--- src/rtl/p1rst_regs.svh ---
// Constants for the port one pin block with shared reset input.
`ifndef P1RST_REGS_SVH
`define P1RST_REGS_SVH

// ----------------------------------------------------------------------
// Reset values and fixed figures
// ----------------------------------------------------------------------
`define P1RST_LATCH_RST     1'h1
`define P1RST_RESET_VECTOR  16'h0000
`define P1RST_ISP_PULSES    3
`define P1RST_MAX_OSC_NORST_MHZ 12

`endif
--- src/rtl/p1rst_pkg.sv ---
// Types shared by the port one pin block.
`default_nettype none
package p1rst_pkg;
  // Output driver type of one configurable pin.
  typedef enum logic [1:0]
  {
    P1RST_QUASI      = 2'b00,
    P1RST_PUSH_PULL  = 2'b01,
    P1RST_INPUT_ONLY = 2'b10,
    P1RST_OPEN_DRAIN = 2'b11
  } p1rst_mode_type;
endpackage
`default_nettype wire

--- src/rtl/p1rst_port.sv ---
// Port one with serial alternate functions and shared reset input pin.
`default_nettype none
`include "p1rst_regs.svh"
module p1rst_port
#(
  parameter int ISP_PULSES = `P1RST_ISP_PULSES
)
(
  input  wire logic        CLK_SYS,
  input  wire logic        RESET_N,
  input  wire logic        PORT_ONE_PIN_ZERO_I,
  output logic             PORT_ONE_PIN_ZERO_O,
  output logic             PORT_ONE_PIN_ZERO_OE,
  output logic             PORT_ONE_PIN_ZERO_PU,
  input  wire logic        PORT_ONE_PIN_ONE_I,
  output logic             PORT_ONE_PIN_ONE_O,
  output logic             PORT_ONE_PIN_ONE_OE,
  output logic             PORT_ONE_PIN_ONE_PU,
  input  wire logic        PORT_ONE_PIN_FIVE_INPUT,
  input  wire logic [1:0]  LATCH_WR,
  input  wire logic [1:0]  LATCH_WDATA,
  input  wire logic [1:0]  MODE_WR,
  input  wire logic [3:0]  MODE_WDATA,
  output logic [2:0]       PORT_RD_DATA,
  input  wire logic        TXD_EN,
  input  wire logic        TXD_DATA,
  input  wire logic        RXD_EN,
  output logic             RXD_DATA,
  input  wire logic        USER_CONFIG_BYTE_ONE_RST_EN,
  input  wire logic        POR_ACTIVE,
  output logic             DEVICE_RESET_N,
  output logic             CORE_START,
  output logic [15:0]      FETCH_ADDR,
  output logic             ISP_ENTRY
);

  // ----------------------------------------------------------------------
  // Parameter checks
  // ----------------------------------------------------------------------
  // The pulse counter is three bits wide and saturates at seven.
  if (ISP_PULSES < 1 || ISP_PULSES > 6)
  begin : g_bad_pulses
    $error("ISP_PULSES must lie between 1 and 6.");
  end
  localparam logic [2:0] ISP_CNT = 3'(ISP_PULSES);

  // ----------------------------------------------------------------------
  // Pin input synchronisers
  // ----------------------------------------------------------------------
  logic [2:0] pin_raw;
  logic [2:0] meta_q;
  logic [2:0] pin_s_q;
  logic [2:0] meta_d;
  logic [2:0] pin_s_d;
  assign pin_raw = {PORT_ONE_PIN_FIVE_INPUT, PORT_ONE_PIN_ONE_I,
                    PORT_ONE_PIN_ZERO_I};
  // Two flops per pin; only pin_s_q is read by any logic.
  always_comb
  begin
    meta_d  = pin_raw;
    pin_s_d = meta_q;
  end

  always_ff @(posedge CLK_SYS or negedge RESET_N)
  begin
    if (!RESET_N)
    begin
      meta_q  <= 3'h7;
      pin_s_q <= 3'h7;
    end
    else
    begin
      meta_q  <= meta_d;
      pin_s_q <= pin_s_d;
    end
  end

  // ----------------------------------------------------------------------
  // Reset input function, reset request, start and programming entry
  // ----------------------------------------------------------------------
  logic       por_q,     por_d;
  logic       rst_n_q,   rst_n_d;
  logic       start_q,   start_d;
  logic       pin5_prev_q, pin5_prev_d;
  logic [2:0] isp_cnt_q, isp_cnt_d;
  logic       isp_q,     isp_d;
  logic       rst_func;
  logic       pin_rst;
  logic [15:0] fetch_q,  fetch_d;
  // The pin only resets while its function is on: always during power-on,
  // afterwards only when the configuration bit selects it.
  assign rst_func = por_q | USER_CONFIG_BYTE_ONE_RST_EN;
  assign pin_rst  = rst_func & ~pin_s_q[2];

  always_comb
  begin
    por_d       = POR_ACTIVE;
    rst_n_d     = ~pin_rst;
    start_d     = rst_n_d & ~rst_n_q;
    pin5_prev_d = pin_s_q[2];
    isp_cnt_d   = isp_cnt_q;
    isp_d       = isp_q;
    fetch_d     = rst_n_q ? fetch_q : `P1RST_RESET_VECTOR;
    // Falling edges of the reset pin are counted only during power-on.
    if (por_q && pin5_prev_q && !pin_s_q[2] && isp_cnt_q != 3'h7)
    begin
      isp_cnt_d = isp_cnt_q + 3'h1;
    end
    // The pattern is judged once, as the power-on sequence ends.
    if (por_q && !POR_ACTIVE && isp_cnt_q == ISP_CNT)
    begin
      isp_d = 1'b1;
    end
  end
  always_ff @(posedge CLK_SYS or negedge RESET_N)
  begin
    if (!RESET_N)
    begin
      por_q       <= 1'b1;
      rst_n_q     <= 1'b0;
      start_q     <= 1'b0;
      pin5_prev_q <= 1'b1;
      isp_cnt_q   <= 3'h0;
      isp_q       <= 1'b0;
      fetch_q     <= `P1RST_RESET_VECTOR;
    end
    else
    begin
      por_q       <= por_d;
      rst_n_q     <= rst_n_d;
      start_q     <= start_d;
      pin5_prev_q <= pin5_prev_d;
      isp_cnt_q   <= isp_cnt_d;
      isp_q       <= isp_d;
      fetch_q     <= fetch_d;
    end
  end
  assign DEVICE_RESET_N = rst_n_q;
  assign CORE_START     = start_q;
  assign ISP_ENTRY      = isp_q;
  // The fetch address reloads the reset vector while the device is held.
  assign FETCH_ADDR     = fetch_q;

  // ----------------------------------------------------------------------
  // Latches, modes and pin drivers of the two configurable pins
  // ----------------------------------------------------------------------
  p1rst_pkg::p1rst_mode_type mode_q [2];
  p1rst_pkg::p1rst_mode_type mode_d [2];
  logic [1:0] latch_q, latch_d;
  logic [1:0] alt_en;
  logic [1:0] alt_val;
  logic [1:0] drv_o_q, drv_o_d;
  logic [1:0] drv_oe_q, drv_oe_d;
  logic [1:0] pu_q, pu_d;
  logic [2:0] rd_q, rd_d;
  logic       rxd_q, rxd_d;

  // Returns {output enable, output level, pull-up} for a mode and value.
  function automatic logic [2:0] drive(p1rst_pkg::p1rst_mode_type m,
                                       logic v);
    unique case (m)
      p1rst_pkg::P1RST_QUASI:      drive = {~v, 1'b0, 1'b1};
      p1rst_pkg::P1RST_PUSH_PULL:  drive = {1'b1, v, 1'b0};
      p1rst_pkg::P1RST_INPUT_ONLY: drive = 3'h0;
      p1rst_pkg::P1RST_OPEN_DRAIN: drive = {~v, 1'b0, 1'b0};
    endcase
  endfunction

  assign alt_en  = {1'b0, TXD_EN};
  assign alt_val = {1'b0, TXD_DATA};

  // Each pin has its own strobe and field, so writes never touch the other.
  for (genvar i = 0; i < 2; i++)
  begin : g_pin
    always_comb
    begin
      latch_d[i] = latch_q[i];
      mode_d[i]  = mode_q[i];
      if (pin_rst)
      begin
        latch_d[i] = `P1RST_LATCH_RST;
        mode_d[i]  = p1rst_pkg::P1RST_INPUT_ONLY;
      end
      else
      begin
        if (LATCH_WR[i])
        begin
          latch_d[i] = LATCH_WDATA[i];
        end
        if (MODE_WR[i])
        begin
          mode_d[i] =
            p1rst_pkg::p1rst_mode_type'(MODE_WDATA[2*i +: 2]);
        end
      end
      // On pin zero the transmit function replaces the latch value as drive source.
      {drv_oe_d[i], drv_o_d[i], pu_d[i]} =
        drive(mode_q[i], alt_en[i] ? alt_val[i] : latch_q[i]);
      if (pin_rst)
      begin
        {drv_oe_d[i], drv_o_d[i], pu_d[i]} = 3'h0;
      end
    end
    always_ff @(posedge CLK_SYS or negedge RESET_N)
    begin
      if (!RESET_N)
      begin
        latch_q[i]  <= `P1RST_LATCH_RST;
        mode_q[i]   <= p1rst_pkg::P1RST_INPUT_ONLY;
        drv_o_q[i]  <= 1'b0;
        drv_oe_q[i] <= 1'b0;
        pu_q[i]     <= 1'b0;
      end
      else
      begin
        latch_q[i]  <= latch_d[i];
        mode_q[i]   <= mode_d[i];
        drv_o_q[i]  <= drv_o_d[i];
        drv_oe_q[i] <= drv_oe_d[i];
        pu_q[i]     <= pu_d[i];
      end
    end
  end

  // Reads always return pin levels; the receiver sees pin one when enabled.
  always_comb
  begin
    rd_d  = pin_s_q;
    rxd_d = RXD_EN ? pin_s_q[1] : 1'b1;
  end
  always_ff @(posedge CLK_SYS or negedge RESET_N)
  begin
    if (!RESET_N)
    begin
      rd_q  <= 3'h7;
      rxd_q <= 1'b1;
    end
    else
    begin
      rd_q  <= rd_d;
      rxd_q <= rxd_d;
    end
  end

  // Pin five has no driver at all; only pins zero and one reach outputs.
  assign PORT_ONE_PIN_ZERO_O  = drv_o_q[0];
  assign PORT_ONE_PIN_ZERO_OE = drv_oe_q[0];
  assign PORT_ONE_PIN_ZERO_PU = pu_q[0];
  assign PORT_ONE_PIN_ONE_O   = drv_o_q[1];
  assign PORT_ONE_PIN_ONE_OE  = drv_oe_q[1];
  assign PORT_ONE_PIN_ONE_PU  = pu_q[1];
  assign PORT_RD_DATA         = rd_q;
  assign RXD_DATA             = rxd_q;

  // ----------------------------------------------------------------------
  // Assertions
  // ----------------------------------------------------------------------
  AST_RESET_INPUT_ONLY: assert property (
    @(posedge CLK_SYS) disable iff (!RESET_N)
    pin_rst |=> (PORT_ONE_PIN_ZERO_OE == 1'b0
                 && PORT_ONE_PIN_ONE_OE == 1'b0
                 && PORT_ONE_PIN_ZERO_PU == 1'b0
                 && PORT_ONE_PIN_ONE_PU == 1'b0))
    else $error("Pin driven or pulled up during reset.");
  AST_MODE_INDEPENDENT: assert property (
    @(posedge CLK_SYS) disable iff (!RESET_N)
    (MODE_WR == 2'b01 && !pin_rst) |=> mode_q[1] == $past(mode_q[1]))
    else $error("Pin zero mode write changed pin one.");
  AST_TX_ROUTE: assert property (
    @(posedge CLK_SYS) disable iff (!RESET_N)
    (TXD_EN && !pin_rst && mode_q[0] == p1rst_pkg::P1RST_PUSH_PULL)
      |=> PORT_ONE_PIN_ZERO_O == $past(TXD_DATA))
    else $error("Transmit data not on pin zero.");
  AST_RX_ROUTE: assert property (
    @(posedge CLK_SYS) disable iff (!RESET_N)
    RXD_EN |=> RXD_DATA == $past(pin_s_q[1]))
    else $error("Receiver not fed from pin one.");
  AST_RESET_FUNC_OFF: assert property (
    @(posedge CLK_SYS) disable iff (!RESET_N)
    (!por_q && !USER_CONFIG_BYTE_ONE_RST_EN) |=> DEVICE_RESET_N)
    else $error("Reset taken with reset function off.");
  AST_PIN_RESET: assert property (
    @(posedge CLK_SYS) disable iff (!RESET_N)
    (rst_func && !pin_s_q[2]) |=> !DEVICE_RESET_N && latch_q == 2'b11)
    else $error("Low reset pin did not reset the device.");
  // The start pulse rises on the same edge as the released reset line.
  AST_START_AT_ZERO: assert property (
    @(posedge CLK_SYS) disable iff (!RESET_N)
    $rose(DEVICE_RESET_N) |-> CORE_START && FETCH_ADDR == 16'h0000
      ##1 !CORE_START)
    else $error("Start pulse or fetch address wrong at release.");
  AST_ISP_ENTRY: assert property (
    @(posedge CLK_SYS) disable iff (!RESET_N)
    $rose(ISP_ENTRY) |-> $past(isp_cnt_q) == ISP_CNT && $past(por_q))
    else $error("Programming mode entered without the pattern.");

endmodule
`default_nettype wire

--- config.mk ---
export PLATFORM = sky130hd
export DESIGN_NAME = p1rst_port
export DESIGN_NICKNAME = d
export VERILOG_FILES = /design/src/rtl/p1rst_pkg.sv /design/src/rtl/p1rst_port.sv
export VERILOG_INCLUDE_DIRS = /design/src /design/src/rtl
export SDC_FILE = /design/constraint.sdc
export NUM_CORES = 1
export LEC_CHECK = 0
export ABC_AREA = 1
export BUFFER_PORTS_ARGS = -buffer_cell sky130_fd_sc_hd__buf_2
export CORE_MARGIN = 2
export CORE_UTILIZATION = 49
export CTS_BUF_LIST = sky130_fd_sc_hd__clkbuf_4 sky130_fd_sc_hd__clkbuf_8
export CTS_CLUSTER_SIZE = 20
export DETAILED_ROUTE_END_ITERATION = 6
export HOLD_SLACK_MARGIN = 0.03
export PLACE_DENSITY = 0.81
export SYNTH_ARGS = -nofsm -noshare
export SYNTH_HDL_FRONTEND = slang
export SYNTH_SLANG_ARGS = --single-unit
--- constraint.sdc ---
create_clock -name CLK_SYS -period 1.55 [get_ports CLK_SYS]
set_input_delay 0.31 -clock CLK_SYS [delete_from_list [all_inputs] [get_ports CLK_SYS]]
set_output_delay 0.31 -clock CLK_SYS [all_outputs]
set_load 0.005 [all_outputs]
# [Word level (Yosys, flattened, before mapping)]
# Index checks and enable logic that the tools add are counted.
[classes] add_sub_neg=1 n_eq_ne=8 muxes=18 bitwise=8 reduce_logical=13
[op_table] operator="3-bit one-hot mux with 4 select lines" n=2
[op_table] operator="1-bit two-way mux" n=12
[op_table] operator="2-bit == test, second input constant" n=4
[op_table] operator="2-bit two-way mux" n=4
[op_table] operator="2-bit nonzero test" n=4
[op_table] operator="1-bit logical AND" n=5
[op_table] operator="1-bit inverter" n=5
[op_table] operator="2-bit by 1-bit == test with 1-bit output, second input constant" n=2
[op_table] operator="2-bit logical NOT" n=2
[op_table] operator="3-bit by 1-bit adder with 3-bit output, second input constant" n=1
[op_table] operator="3-bit by 2-bit == test with 1-bit output, second input constant" n=1
[op_table] operator="3-bit inequality test, second input constant" n=1
[op_table] operator="1-bit AND" n=2
[op_table] operator="1-bit logical NOT" n=2
[op_table] operator="1-bit OR" n=1
[word_totals] regBits=30 input_bits=20 out_inout_bits=29 elab_cells=68

# [Logic depth before layout (Yosys ltp)]
[depth] ltp_word=4 depth_mapped=6 mapped_depth_nobuf=6

# [Worst setup path before layout]
# OpenSTA, ideal clock, no wires.
[synth_path] path_kind="register -> register" from="register isp_cnt_q[0]" to="register isp_cnt_q[2]" setup_time_ps=117 t_arrival_ps=1167 required_time_ps=1433 path_slack_ps=266 stages_incl_launch_ff=7 n_path_buf=0 synth_period_minus_slack_ps=1284 cell_sequence="dfrtp_1 > ha_1 > ha_1 > nor2_1 > nand3_1 > nand2_1 > nand2_1"
[synth_between] elab_chain_cells=2 word_cells_on_any_way=3 cone_classes="1 x add/sub; 1 x eq/ne; 1 x reduce/logical"
[synth_rtl] item="from (decl)" line="p1rst_port.sv:85" source="logic [2:0] isp_cnt_q, isp_cnt_d;"
[synth_rtl] item="from (signal assigned)" line="p1rst_port.sv:133" source="isp_cnt_q <= isp_cnt_d;"
[synth_rtl] item="parallel branches: the longest is 2 deep, another holds 3-bit by 1-bit adder with 3-bit output"
# Several ways; the timed one is not identified.
# A chain may end at the register's enable or synchronous reset.

# [Worst setup path in the final report]
# Same ends and word-level chain as after synthesis.

==> impl_metrics.csv <==
group,metric,value,unit
power_and_ir_drop,power_density,1250,nW/um^2
placement,io_buffers,32,
power_and_ir_drop,clock_power_share,36.1,%
sta,worst_slew_margin_rel,60.1,%
power_and_ir_drop,p_switching,0.428,mW
power_and_ir_drop,pwr-share-comb,13.5,%
clocking,clk_pin_slew,0.09,ns
sta,fmax,725,MHz
grt,grt_overflow,0,
routing,drt_pass1_iterations,4,
final_layout,drive_gt1_share,37.6,%
floorplan,die-width,54.0,um
critical_path,crit_arrival,1.60,ns
power_and_ir_drop,swShare,23.8,%
yosys,ys_warn_count,0,
placement,dp.cells,178,
sta,finalSetupTns,0,ns
clocking,clock-root-buffer,"clkbuf_4",
clocking,cts_setup_buffers,0,
routing,drc,0,
final_layout,area_delta_synth_final,17.7,%
grt,antenna_found_initial,0,
sta,grt_setup_unrepaired,"false",
clocking,cts_buffer_depth,2,
floorplan,dieArea,2920,sq um
final_layout,diodes,0,
final_layout,fin_nets,179,
critical_path,worstSetupStartpoint,"isp_cnt_q[0]",
power_and_ir_drop,peakVddDrop,749,uV
hold_path,hp-class,"input port to register",
flow_run,maxCapViolations,0,
routing,vias_per_cell,4.30,
routing,dr.first_iter.drc_count,8,
clocking,tritoncts,"yes",
critical_path,setup.worst_path.start_class,"register",
sta,drv_slew,0,
critical_path,endpoint,"isp_cnt_q[2]",
critical_path,crit_chain,"ha_1 -> ha_1 -> nor2_2 -> nand3_1 -> nand2_1 -> nand2_1",
final_layout,finalNonFillerCells,187,
critical_path,worstPathRequired,1.77,ns
critical_path,reg2reg_from,"isp_cnt_q[0]",
clocking,clock-sinks,29,
critical_path,cp_max_fo,4,
sta,setup_viol,0,
routing,drt-total-wl,1870,um
placement,routabilityCongestion,0.698,
critical_path,rr_worst_depth,6,
grt,grt_max_degree,30,
yosys,ys_ff_latch,29,
routing,ant_nets,0,
sta,fin_skew,0.00408,ns
placement,hpwl,1400,um
power_and_ir_drop,p_int,1.37,mW
sta,period_needed,1.38,ns
power_and_ir_drop,leakagePower,0.812,nW
grt,track_usage,13.8,%
yosys,synthCells,119,
critical_path,crit_slowest_cell,"dfrtp_1",
yosys,syn_area,1230,sq um
final_layout,layout_commonest_cell,"buf_2",
hold_path,hold_path.startpoint,"PORT_ONE_PIN_ONE_I",
sta,worstMarginPinSlew,0.599,ns
final_layout,layout_common_cells,"buf_2, nand2_1, inv_1, conb_1, dfstp_2",
sta,period_share,89.0,%
clocking,cts_max_level,2,
grt,grt_pass1_vias,677,
yosys,syn_avg_cell_area,10.3,sq um
critical_path,max_stage_delay,0.41,ns
yosys,synth_cell_types,17,
critical_path,worst_setup_path_end_kind,"register",
critical_path,ff2ff_setup_slack,0.17,ns
floorplan,rows,18,
clocking,cts_buffers,5,
floorplan,die_y,54.0,um
floorplan,coreArea,2430,sq um
yosys,synth-seq-area-share,60.7,%
floorplan,initial_core_util,50.4,%
power_and_ir_drop,seqPwrFrac,50.4,%
grt,grt_pass1_wl,2730,um
floorplan,io_pins,49,
routing,vias,804,
critical_path,rr_endpoint,"isp_cnt_q[2]",
critical_path,worstSetupPathType,"register to register",
clocking,insertion_delay,0.32,ns
routing,routedWlPerCell,10.0,um
status,outcome,"finished, final reports clean",
sta,finalHoldViolCount,0,
[registers in the layout, summed over array words and instances (netlist names), 2 cells and up]
register,flops
meta_q,3
latch_q,2
pin_s_q,3
mode_q,4
PORT_RD_DATA,2
isp_cnt_q,3
[cell type report]
class	instances	area, sq um
Multi-Input combinational cell	71	342
Fill cell	205	990
Timing Repair Buffer	33	170
Clock inverter	1	30.0
Clock buffer	7	58.8
Tap cell	30	37.5
Sequential cell	29	744
Inverter	16	60.1
[layer usage]
| layer | share of wire [%] | up-vias | GRT usage [%] |
|---|---|---|---|
| met3 | 8.0 | 2 | 6.67 |
| met1 | 40 | 365 | 15.8 |
| li1 | - | 406 | - |
| met4 | 1.0 | 0 | 6.25 |
| met2 | 51 | 31 | 21.7 |
| met5 | 0 | - | 0 |
[cells in the mapped netlist (all sizes together)]
master	n	area share, %
a31o	1	0.71
buf	18	11
conb	1	0.31
dfrtp	14	29
dfstp	15	32
ha	3	3.1
inv	16	4.9
nand2	28	8.8
nand3	1	0.41
nand4	3	1.5
nor2	10	3.1
nor3	2	0.82
o211ai	2	1.2
o21ai	4	1.6
o21bai	1	1.5
[through the flow]
step                area (sq um)  setup WS, ns  hold WS, ns  util [%]  power (mW)
floorplan                   1280         0.266       0.0144         -        1.09
global placement            1340         0.245        0.336      55.1        1.14
detailed placement          1340         0.111        0.348      55.1        1.16
CTS                         1440        0.0961       0.0700      59.2        1.82
global route                1440        0.0368       0.0624      59.3        1.90
finish                      1440         0.171       0.0848      59.3        1.80
[critical path: cells and delay by family, from the launching register on]
family | cells | cell delay [ns]
AND/OR/NAND/NOR | 4 | 0.44
adder cells (fa/ha/maj) | 2 | 0.43
flip-flops | 1 | 0.41
[timing repair]
item                                    CTS  global route
hold buffers                              1             0
resized for setup                         0             1
hold endpoints to repair                 14             0
endpoints found under the setup margin    0             3
[cell families (layout without fill, tap and decap cells)]
group / count (synthesis) / count (layout) / share of synthesized area [%]
flip-flops: 29 / 29 / 60.7
AO/OA/AOI/OAI: 8 / 8 / 5.10
other: 1 / 16 / 0.306
adder cells (fa/ha/maj): 3 / 3 / 3.06
buffers and inverters: 34 / 57 / 16.2
AND/OR/NAND/NOR: 44 / 44 / 14.6
[worst min-delay path by stage]
stage / to / cells past startpoint
2_1_floorplan: CORE_START / 0
3_3_place_gp: isp_cnt_q[2] / 1
3_5_place_dp: isp_cnt_q[2] / 1
4_1_cts: meta_q[0] / 1
5_1_grt: meta_q[0] / 1
6_report: meta_q[1] / 1
[power by group through the flow]
| stage | logic, mW | clock network (mW) | registers (mW) |
|---|---|---|---|
| 2_1_floorplan | 0.173 | 0 | 0.913 |
| 3_3_place_gp | 0.221 | 0 | 0.915 |
| 3_5_place_dp | 0.242 | 0 | 0.922 |
| 4_1_cts | 0.245 | 0.671 | 0.908 |
| 5_1_grt | 0.281 | 0.704 | 0.919 |
| 6_report | 0.242 | 0.649 | 0.906 |
(Power assumes the default switching activity.)
